$ cat src/pfc_pkg.sv
package pfc_pkg;
    // Pin widths and last address
    localparam int ADDR_W = 18;
    localparam int DATA_W = 8;
    localparam logic [17:0] LAST_ADDR = 18'h3FFFF;

    // Command bytes and data patterns
    localparam logic [7:0] CMD_SET_READ = 8'h00;
    localparam logic [7:0] CMD_SIGNATURE = 8'h90;
    localparam logic [7:0] CMD_ERASE = 8'h20;
    localparam logic [7:0] CMD_ERASE_VERIFY = 8'hA0;
    localparam logic [7:0] CMD_PROGRAM = 8'h40;
    localparam logic [7:0] CMD_PROG_VERIFY = 8'hC0;
    localparam logic [7:0] CMD_RESET = 8'hFF;
    localparam logic [7:0] ERASED_BYTE = 8'hFF;
    localparam logic [7:0] PREPROG_BYTE = 8'h00;

    // Retry limits
    localparam int MAX_PROG_TRIES = 25;
    localparam int MAX_ERASE_TRIES = 1000;

    // Times in ns and their cycle counts
    localparam int CLK_NS = 20;
    localparam int WE_PULSE_NS = 40;
    localparam int WE_CYC = (WE_PULSE_NS + CLK_NS - 1) / CLK_NS;
    localparam int ACCESS_NS = 120;
    localparam int ACC_CYC = (ACCESS_NS + CLK_NS - 1) / CLK_NS;
    localparam int VPP_SETUP_NS = 100;
    localparam int VPP_CYC = (VPP_SETUP_NS + CLK_NS - 1) / CLK_NS;
    localparam int PROG_PULSE_NS = 10000;
    localparam int PROG_CYC = (PROG_PULSE_NS + CLK_NS - 1) / CLK_NS;
    localparam int RECOVER_NS = 6000;
    localparam int RECOVER_CYC = (RECOVER_NS + CLK_NS - 1) / CLK_NS;
    localparam int ERASE_PULSE_NS = 9500000;
    localparam int ERASE_CYC = (ERASE_PULSE_NS + CLK_NS - 1) / CLK_NS;

    // Operations offered to the user side
    typedef enum logic [2:0] {
        OP_READ,
        OP_PROGRAM,
        OP_ERASE,
        OP_SIG_CMD,
        OP_SIG_HW,
        OP_RESET
    } pfc_op_type;
endpackage

$ cat src/pfc_cycle.sv
module pfc_cycle (
    input wire logic clock,
    input wire logic rst,
    input wire logic start,
    input wire logic write,
    input wire logic [17:0] addr,
    input wire logic [7:0] wdata,
    input wire logic [7:0] data_in,
    output logic done,
    output logic [7:0] rdata,
    output logic ce_n,
    output logic oe_n,
    output logic we_n,
    output logic [17:0] addr_out,
    output logic [7:0] data_out,
    output logic data_oe
);
    typedef enum {C_IDLE, C_SETUP, C_STROBE, C_HOLD, C_ACCESS, C_END} pfc_cyc_type;

    pfc_cyc_type state;
    logic is_write;
    logic [3:0] cnt;

    ////////////////////////////////////////////////////////////////////////////
    // One bus cycle: write strobes we_n, read strobes oe_n
    always_ff @(posedge clock or posedge rst) begin
        if (rst) begin
            state <= C_IDLE;
            is_write <= 1'b0;
            cnt <= 4'h0;
            done <= 1'b0;
            rdata <= 8'h00;
            ce_n <= 1'b1;
            oe_n <= 1'b1;
            we_n <= 1'b1;
            addr_out <= 18'h00000;
            data_out <= 8'h00;
            data_oe <= 1'b0;
        end else begin
            done <= 1'b0;
            cnt <= cnt + 4'h1;
            case (state)
                C_IDLE: begin
                    if (start) begin
                        is_write <= write;
                        addr_out <= addr;
                        data_out <= wdata;
                        data_oe <= write;
                        ce_n <= 1'b0;
                        oe_n <= write; // Read: ce and oe low, we high
                        state <= C_SETUP;
                    end
                end
                C_SETUP: begin
                    cnt <= 4'h0;
                    if (is_write) begin
                        we_n <= 1'b0; // Device latches address on falling edge
                        state <= C_STROBE;
                    end else begin
                        state <= C_ACCESS;
                    end
                end
                C_STROBE: begin
                    if (cnt == 4'(pfc_pkg::WE_CYC - 1)) begin
                        we_n <= 1'b1; // Byte taken on rising edge
                        state <= C_HOLD;
                    end
                end
                C_HOLD: begin
                    state <= C_END;
                end
                C_ACCESS: begin
                    if (cnt == 4'(pfc_pkg::ACC_CYC - 1)) begin
                        rdata <= data_in;
                        state <= C_END;
                    end
                end
                C_END: begin
                    ce_n <= 1'b1;
                    oe_n <= 1'b1;
                    data_oe <= 1'b0;
                    done <= 1'b1;
                    state <= C_IDLE;
                end
                default: begin
                    state <= C_IDLE;
                end
            endcase
        end
    end
endmodule

$ cat src/pfc_host.sv
// Function
// - Read with ce, oe low, we high
// - Set-read command at the end, before supply drops
// - Erase 20H twice, program 40H+data, reset FFH twice
// - 90H signature, A0H erase verify, C0H program verify
// - Hardware signature: high line 9, others low
// - Wait 10us pulse plus 6us before read
// - At most 25 program tries per byte
// - Program every byte to 00H before erase
// - Erase verify every byte, advancing addresses
module pfc_host #(
    parameter int ERASE_CYC = pfc_pkg::ERASE_CYC,
    parameter logic [17:0] LAST_ADDR = pfc_pkg::LAST_ADDR
) (
    input wire logic clock,
    input wire logic rst,
    input wire logic start,
    input wire pfc_pkg::pfc_op_type op,
    input wire logic [17:0] addr,
    input wire logic [7:0] wdata,
    output logic busy,
    output logic done,
    output logic ok,
    output logic [7:0] rdata,
    output logic ce_n,
    output logic oe_n,
    output logic we_n,
    output logic vpp_high,
    output logic sig_hv,
    output logic [17:0] address_inputs,
    output logic [7:0] data_lines_out,
    output logic data_lines_oe,
    input wire logic [7:0] data_lines_in
);
    typedef enum {
        S_IDLE, S_VSET, S_RD, S_SIG_W, S_SIG_RD, S_P_CMD, S_P_DATA, S_P_PULSE, S_P_VCMD, S_P_REC, S_P_RD,
        S_E_CMD1, S_E_CMD2, S_E_PULSE, S_E_VCMD, S_E_REC, S_E_RD, S_R_CMD1, S_R_CMD2, S_SETREAD, S_DONE, S_SIG_REC
    } pfc_state_type;

    pfc_state_type state;
    pfc_pkg::pfc_op_type op_q;
    logic [17:0] addr_q;
    logic [7:0] data_q;
    logic preprog;
    logic [4:0] tries;
    logic [9:0] etries;
    logic [18:0] wait_cnt;
    logic issued;
    logic req_wr;
    logic req_rd;
    logic [17:0] req_addr;
    logic [7:0] req_data;
    logic [18:0] wait_end;
    logic wait_hit;
    logic cyc_done;
    logic [7:0] cyc_rdata;

    ////////////////////////////////////////////////////////////////////////////
    // Bus request for the current state
    always_comb begin
        req_wr = 1'b0;
        req_rd = 1'b0;
        req_addr = addr_q;
        req_data = pfc_pkg::CMD_SET_READ;
        case (state)
            S_RD: req_rd = 1'b1; // Plain read, supply low: no command
            S_SIG_W: begin
                req_wr = 1'b1;
                req_data = pfc_pkg::CMD_SIGNATURE;
            end
            S_SIG_RD: begin
                req_rd = 1'b1;
                req_addr = {17'h00000, addr_q[0]};
            end
            S_P_CMD: begin
                req_wr = 1'b1;
                req_data = pfc_pkg::CMD_PROGRAM;
            end
            S_P_DATA: begin
                req_wr = 1'b1;
                req_data = data_q;
            end
            S_P_VCMD: begin
                req_wr = 1'b1;
                req_data = pfc_pkg::CMD_PROG_VERIFY;
            end
            S_P_RD, S_E_RD: req_rd = 1'b1;
            S_E_CMD1, S_E_CMD2: begin
                req_wr = 1'b1;
                req_data = pfc_pkg::CMD_ERASE;
            end
            S_E_VCMD: begin
                req_wr = 1'b1;
                req_data = pfc_pkg::CMD_ERASE_VERIFY;
            end
            S_R_CMD1, S_R_CMD2: begin
                req_wr = 1'b1;
                req_data = pfc_pkg::CMD_RESET;
            end
            S_SETREAD: req_wr = 1'b1; // Back to read mode
            default: req_wr = 1'b0;
        endcase
    end

    // Wait lengths for timed states
    always_comb begin
        case (state)
            S_VSET: wait_end = 19'(pfc_pkg::VPP_CYC);
            S_P_PULSE: wait_end = 19'(pfc_pkg::PROG_CYC);
            S_P_REC, S_E_REC, S_SIG_REC: wait_end = 19'(pfc_pkg::RECOVER_CYC);
            S_E_PULSE: wait_end = 19'(ERASE_CYC);
            default: wait_end = 19'h00001;
        endcase
    end
    assign wait_hit = (wait_cnt == wait_end - 19'h00001);

    ////////////////////////////////////////////////////////////////////////////
    // Bus cycle engine
    pfc_cycle u_cycle (
        .clock(clock),
        .rst(rst),
        .start((req_wr | req_rd) & ~issued),
        .write(req_wr),
        .addr(req_addr),
        .wdata(req_data),
        .data_in(data_lines_in),
        .done(cyc_done),
        .rdata(cyc_rdata),
        .ce_n(ce_n),
        .oe_n(oe_n),
        .we_n(we_n),
        .addr_out(address_inputs),
        .data_out(data_lines_out),
        .data_oe(data_lines_oe)
    );

    // One launch per bus state
    always_ff @(posedge clock or posedge rst) begin
        if (rst) begin
            issued <= 1'b0;
        end else if (cyc_done) begin
            issued <= 1'b0;
        end else if (req_wr | req_rd) begin
            issued <= 1'b1;
        end
    end

    // Wait counter, restarts when the wait length is reached and while idle
    always_ff @(posedge clock or posedge rst) begin
        if (rst) begin
            wait_cnt <= 19'h00000;
        end else if (wait_hit || state == S_IDLE) begin
            wait_cnt <= 19'h00000;
        end else begin
            wait_cnt <= wait_cnt + 19'h00001;
        end
    end

    ////////////////////////////////////////////////////////////////////////////
    // Operation sequencer
    always_ff @(posedge clock or posedge rst) begin
        if (rst) begin
            state <= S_IDLE;
            op_q <= pfc_pkg::OP_READ;
            addr_q <= 18'h00000;
            data_q <= 8'h00;
            preprog <= 1'b0;
            tries <= 5'h00;
            etries <= 10'h000;
            ok <= 1'b0;
            rdata <= 8'h00;
            busy <= 1'b0;
            done <= 1'b0;
            vpp_high <= 1'b0;
            sig_hv <= 1'b0;
        end else begin
            done <= 1'b0;
            case (state)
                S_IDLE: begin
                    if (start) begin
                        op_q <= op;
                        addr_q <= addr;
                        data_q <= wdata;
                        tries <= 5'h00;
                        etries <= 10'h000;
                        ok <= 1'b0;
                        busy <= 1'b1;
                        vpp_high <= op != pfc_pkg::OP_READ && op != pfc_pkg::OP_SIG_HW;
                        sig_hv <= op == pfc_pkg::OP_SIG_HW;
                        state <= (op == pfc_pkg::OP_READ) ? S_RD : S_VSET;
                        if (op == pfc_pkg::OP_SIG_HW) begin
                            addr_q <= {17'h00000, addr[0]}; // Other lines low
                        end
                        if (op == pfc_pkg::OP_ERASE) begin
                            addr_q <= 18'h00000; // Preprogram pass first
                            data_q <= pfc_pkg::PREPROG_BYTE;
                            preprog <= 1'b1;
                        end
                    end
                end
                S_VSET: begin
                    if (wait_hit) begin
                        case (op_q)
                            pfc_pkg::OP_PROGRAM, pfc_pkg::OP_ERASE: state <= S_P_CMD;
                            pfc_pkg::OP_SIG_CMD: state <= S_SIG_W;
                            pfc_pkg::OP_SIG_HW: state <= S_RD;
                            default: state <= S_R_CMD1;
                        endcase
                    end
                end
                S_RD, S_SIG_RD: begin
                    if (cyc_done) begin
                        rdata <= cyc_rdata;
                        ok <= 1'b1;
                        state <= (state == S_SIG_RD) ? S_SETREAD : S_DONE;
                    end
                end
                S_SIG_W: if (cyc_done) state <= S_SIG_REC;
                S_SIG_REC: if (wait_hit) state <= S_SIG_RD; // Write recovery before read
                S_P_CMD: if (cyc_done) state <= S_P_DATA;
                S_P_DATA: if (cyc_done) state <= S_P_PULSE;
                S_P_PULSE: if (wait_hit) state <= S_P_VCMD;
                S_P_VCMD: if (cyc_done) state <= S_P_REC;
                S_P_REC: if (wait_hit) state <= S_P_RD;
                S_P_RD: begin
                    if (cyc_done) begin
                        rdata <= cyc_rdata;
                        if (cyc_rdata != data_q) begin
                            tries <= tries + 5'h01;
                            // Give up after the last allowed try
                            state <= (tries == 5'(pfc_pkg::MAX_PROG_TRIES - 1)) ? S_SETREAD : S_P_CMD;
                        end else if (!preprog) begin
                            ok <= 1'b1;
                            state <= S_SETREAD;
                        end else if (addr_q == LAST_ADDR) begin
                            preprog <= 1'b0; // Every byte is 00H now
                            addr_q <= 18'h00000;
                            state <= S_E_CMD1;
                        end else begin
                            addr_q <= addr_q + 18'h00001;
                            tries <= 5'h00;
                            state <= S_P_CMD;
                        end
                    end
                end
                S_E_CMD1: if (cyc_done) state <= S_E_CMD2;
                S_E_CMD2: if (cyc_done) state <= S_E_PULSE;
                S_E_PULSE: if (wait_hit) state <= S_E_VCMD;
                S_E_VCMD: if (cyc_done) state <= S_E_REC;
                S_E_REC: if (wait_hit) state <= S_E_RD;
                S_E_RD: begin
                    if (cyc_done) begin
                        rdata <= cyc_rdata;
                        if (cyc_rdata != pfc_pkg::ERASED_BYTE) begin
                            // Pulse again, resume at this byte
                            etries <= etries + 10'h001;
                            state <= (etries == 10'(pfc_pkg::MAX_ERASE_TRIES - 1)) ? S_SETREAD : S_E_CMD1;
                        end else if (addr_q == LAST_ADDR) begin
                            ok <= 1'b1;
                            state <= S_SETREAD;
                        end else begin
                            addr_q <= addr_q + 18'h00001;
                            state <= S_E_VCMD;
                        end
                    end
                end
                S_R_CMD1: if (cyc_done) state <= S_R_CMD2;
                S_R_CMD2: begin
                    if (cyc_done) begin
                        ok <= 1'b1;
                        state <= S_SETREAD;
                    end
                end
                S_SETREAD: if (cyc_done) state <= S_DONE;
                S_DONE: begin
                    vpp_high <= 1'b0;
                    sig_hv <= 1'b0;
                    busy <= 1'b0;
                    done <= 1'b1;
                    state <= S_IDLE;
                end
                default: state <= S_IDLE;
            endcase
        end
    end

    ////////////////////////////////////////////////////////////////////////////
    // Checks
    logic [7:0] last_wr;
    logic [9:0] since_we;
    logic [9:0] since_pdata;

    // Last written byte and cycles since write strobe rise
    always_ff @(posedge clock or posedge rst) begin
        if (rst) begin
            last_wr <= 8'h00;
            since_we <= 10'h3FF;
            since_pdata <= 10'h3FF;
        end else begin
            if (!we_n) begin
                last_wr <= data_lines_out;
                since_we <= 10'h000;
            end else if (since_we != 10'h3FF) begin
                since_we <= since_we + 10'h001;
            end
            if (!we_n && state == S_P_DATA) begin
                since_pdata <= 10'h000;
            end else if (since_pdata != 10'h3FF) begin
                since_pdata <= since_pdata + 10'h001;
            end
        end
    end
endmodule

$ cat config.mk
export PLATFORM = sky130hd
export DESIGN_NAME = pfc_host
export DESIGN_NICKNAME = d
export VERILOG_FILES = /design/src/pfc_pkg.sv /design/src/pfc_cycle.sv /design/src/pfc_host.sv
export SDC_FILE = /design/constraint.sdc
export NUM_CORES = 1
export LEC_CHECK = 0
export ABC_AREA = 1
export BUFFER_PORTS_ARGS = -buffer_cell sky130_fd_sc_hd__buf_2
export CAP_MARGIN = 20
export CELL_PAD_IN_SITES_DETAIL_PLACEMENT = 0
export CELL_PAD_IN_SITES_GLOBAL_PLACEMENT = 2
export CORE_MARGIN = 3
export CORE_UTILIZATION = 32
export CTS_BUF_LIST = sky130_fd_sc_hd__clkbuf_4
export DETAILED_ROUTE_END_ITERATION = 10
export PLACE_DENSITY = 0.88
export SETUP_SLACK_MARGIN = 0.15
export SYNTH_ARGS = -nofsm -noshare
export SYNTH_HDL_FRONTEND = slang
export SYNTH_SLANG_ARGS = --single-unit
$ cat constraint.sdc
create_clock -name clock -period 4.3 [get_ports clock]
set_input_delay 0.645 -clock clock [delete_from_list [all_inputs] [get_ports clock]]
set_output_delay 0.645 -clock clock [all_outputs]
set_load 0.1 [all_outputs]
==> impl_metrics.py <==
metrics = {
    "synth": {
        "yosysSeqAreaShare": 0.4507,
        "netlist_area_sq_um": 7226,
        "syn-instance-count": 976,
        "synth.avg_cell_area_sq_um": 7.403,
        "synth-adder-area-share": 0.01385,
        "synth_most_common_cell": "nand2_1",
        "synth_compound_area_frac": 0.1119,
        "synth_cell_types": 46,
        "synth-async-reset-ratio": 1.000,
        "muxShareOfSynthArea": 0,
        "synth.area.top_cells": "dfrtp_1 44%, nand2_1 14%, o21ai_0 6.4%, inv_1 5.5%, nor2_1 5.4%",
        "synth.top_cell.area_share": 0.4398,
        "syn_nets": 1024,
        "synthSimpleGateAreaFrac": 0.3094,
        "yosys_warnings": 0,
        "synth_area_leader_cell": "dfrtp_1",
        "ys_ff_latch": 130,
        "synth_ff_type": "dfrtp_1",
        "synth-edff-count": 0,
        "synthTopCellsByCount": "269 x nand2_1, 127 x dfrtp_1, 106 x inv_1",
        "synth-xor-area-share": 0.03394,
        "synth_top_family_by_area": "simple AND/OR/NAND/NOR gates",
    },
    "global_route": {
        "grtUsageTotal": 0.1611,
        "grt_overflow": 0,
        "grt_max_degree": 79,
        "grt_pass1_wl_um": 31640,
        "grt_pass1_vias": 6230,
        "antenna_found_initial": 1,
    },
    "finish": {
        "final_util": 0.3745,
        "nNetsFinal": 1106,
        "post_route_cells_drive_above_1_share": 0.1513,
        "final.fill_count": 2360,
        "fin_cells": 1352,
        "area_delta_synth_final_pct": 14.16,
    },
    "floorplan": {
        "start_util": 0.3281,
        "core_sq_um": 22030,
        "boundaryPins": 83,
        "die-height_um": 156.3,
        "placementRows": 54,
        "die-area_sq_um": 24420,
        "die_w_um": 156.3,
    },
    "placed_design": {
        "place.gp.congestion": 0.9333,
        "pre_cts_slack_ps": 1566,
        "port_buffers": 82,
        "dp.cells": 1319,
        "hpwl_um": 14410,
    },
    "pwr": {
        "p_total_mw": 6.435,
        "ir_drop_mv": 0.2786,
        "leakage_nw": 4.101,
        "powerDensity_nw_per_um2": 780.1,
    },
    "worst_setup_path": {
        "reg2regPathDepth": 17,
        "worst_setup_path_start_kind": "flip-flop",
        "critPathLaunch": "state[3]",
        "critPathKind": "reg2reg",
        "r2r_setup_slack_ps": 1530,
        "crit_fanout": 7,
        "required_ps": 4720,
        "timing.rr.start": "state[3]",
        "crit_arrival_ps": 3190,
        "worst_setup_path_end_kind": "flip-flop",
        "reg2reg_to": "state[3]",
    },
    "route": {
        "drtPass1Iterations": 5,
        "drt_iter0_drc": 457,
        "route.vias.total": 6439,
        "wl_um": 19320,
        "routedWlPerCell_um": 14.29,
        "viasPerCell": 4.763,
        "drc": 0,
        "ant_nets": 0,
    },
    "clock_network": {
        "cts-root-buf": "clkbuf_4",
        "cts_resized": 0,
        "cts_tree": "done",
        "ctsHtreeMaxLevel": 4,
        "cts.path.max_buffers": 2,
        "numCtsBuffers": 17,
        "clock_latency_ps": 540,
        "cts_sinks": 130,
        "ctsHoldBuffers": 0,
        "cts_setup_buffers": 0,
        "clkSlewWorstSetupHoldPaths_ps": 120,
    },
    "timing": {
        "slew_headroom": 0.3427,
        "slew_viol_final": 0,
        "tns_ps": 0,
        "fin_crit_sh": 0.6448,
        "finalClockSkew_ps": 20.24,
        "fin_ws_ps": 1527,
        "min_period_ps": 2773,
        "hold_viol": 0,
        "grt_setup_unrepaired": "false",
        "setup_violations": 0,
        "timing.fmax_mhz": 360.7,
        "tightest_slew_ps": 980.1,
    },
    "run": {
        "max-cap-violations": 0,
    },
    "run_status": {
        "status": "finished clean",
    },
    "min_path": {
        "hold_path.class": "in2async",
    },
}
-- logic make-up (layout without fill, tap and decap cells) --
kind of cell    Yosys count  in the layout
simple gates            519            519
buf+inv                 144            239
fa+ha+maj                 8              8
xor+xnor                 28             28
compound gates          147            147
flops                   130            130
other cells               0              1
-- worst max-delay path, cell delays in order, from the launching register on --
cell      delay, ps
dfrtp_1         490
inv_2           100
nand2_1          90
nor2_2          260
nand2_2         170
o2111a_1        200
ha_1            290
xnor2_1         130
nor2_1           80
nand3_1          70
nor2_1          100
nand3_1          70
nor2_1          110
nand2_2         100
nand2_2         130
nand2_1         140
nand2_1         100
nand2_1          50
-- metrics by stage --
stage / instance area [sq um] / hold WS (ps)
2_1_floorplan: 7226 / 451.4
3_3_place_gp: 7904 / 465.7
3_5_place_dp: 7904 / 458.3
4_1_cts: 8247 / 218.2
5_1_grt: 8249 / 227.4
6_report: 8249 / 231.7
-- state kept, by name (all words and copies together) (netlist names), 8 cells and up --
signal,count
data_q,8
wait_cnt,19
u_cycle.data_out,8
u_cycle.rdata,8
etries,10
rdata,8
addr_q,18
u_cycle.addr_out,18
-- area by class of cell --
class                           instances  area [sq um]  share of cell area
Multi-Input combinational cell        702          3390              0.4109
Sequential cell                       130          3257              0.3948
Inverter                              119         451.7             0.05476
Antenna cell                            1         2.502           0.0003034
Clock inverter                         15         215.2             0.02609
Tap cell                              280         350.3             0.04247
Clock buffer                           17         127.6             0.01547
Timing Repair Buffer                   88         455.4             0.05521
-- worst max-delay path by stage --
| stage | end | slack, ps | depth (start not counted) |
|---|---|---|---|
| 6_report | state[3] | 1530 | 17 |
| 4_1_cts | wait_cnt[5] | 1550 | 15 |
| 3_5_place_dp | wait_cnt[10] | 1570 | 15 |
| 5_1_grt | state[3] | 1140 | 17 |
| 3_3_place_gp | state[1] | 1530 | 17 |
| 2_1_floorplan | addr_q[0] | 190 | 1 |
-- metal layers --
metal / track usage / routed length [um] / vias up / part of all wire
met1: 0.2213 / 9483 / 3019 / 0.49
li1: - / - / 3324 / -
met4: 0.03126 / 121 / 0 / 0.0063
met5: 0 / 0 / - / 0
met3: 0.03457 / 603 / 8 / 0.031
met2: 0.2646 / 9113 / 88 / 0.47
-- power breakdown --
part | switching, mW | total [mW] | internal, mW
clock network | 0.486 | 1.00 | 0.516
logic | 2.64 | 3.43 | 0.782
registers | 0.366 | 2.01 | 1.64
-- cells in the final DEF (no fill, tap or decap), types with 2 or more instances in the layout --
master and count:
dfrtp_1 127, inv_2 13, nand3_2 5, o21ai_1 3, nor4_1 4, xor2_1 22, o21ai_0 92, o2bb2ai_1 2
clkinv_4 4, nand3_1 63, dfstp_2 3, nor3b_1 2, clkinv_2 3, buf_2 82, a31oi_1 3, nor2_2 6
bufinv_16 5, buf_4 6, o31ai_1 3, nand3b_1 2, o21ai_2 3, a22oi_1 2, or2_2 2, inv_1 105
nand2_1 269, nand4_1 22, nand2_2 7, ha_1 8, nor3_1 30, clkbuf_4 17, clkinv_1 2, xnor2_1 6
a21oi_1 28, nor2_1 103, o22ai_1 3
Power figures use the tool's default switching activity.
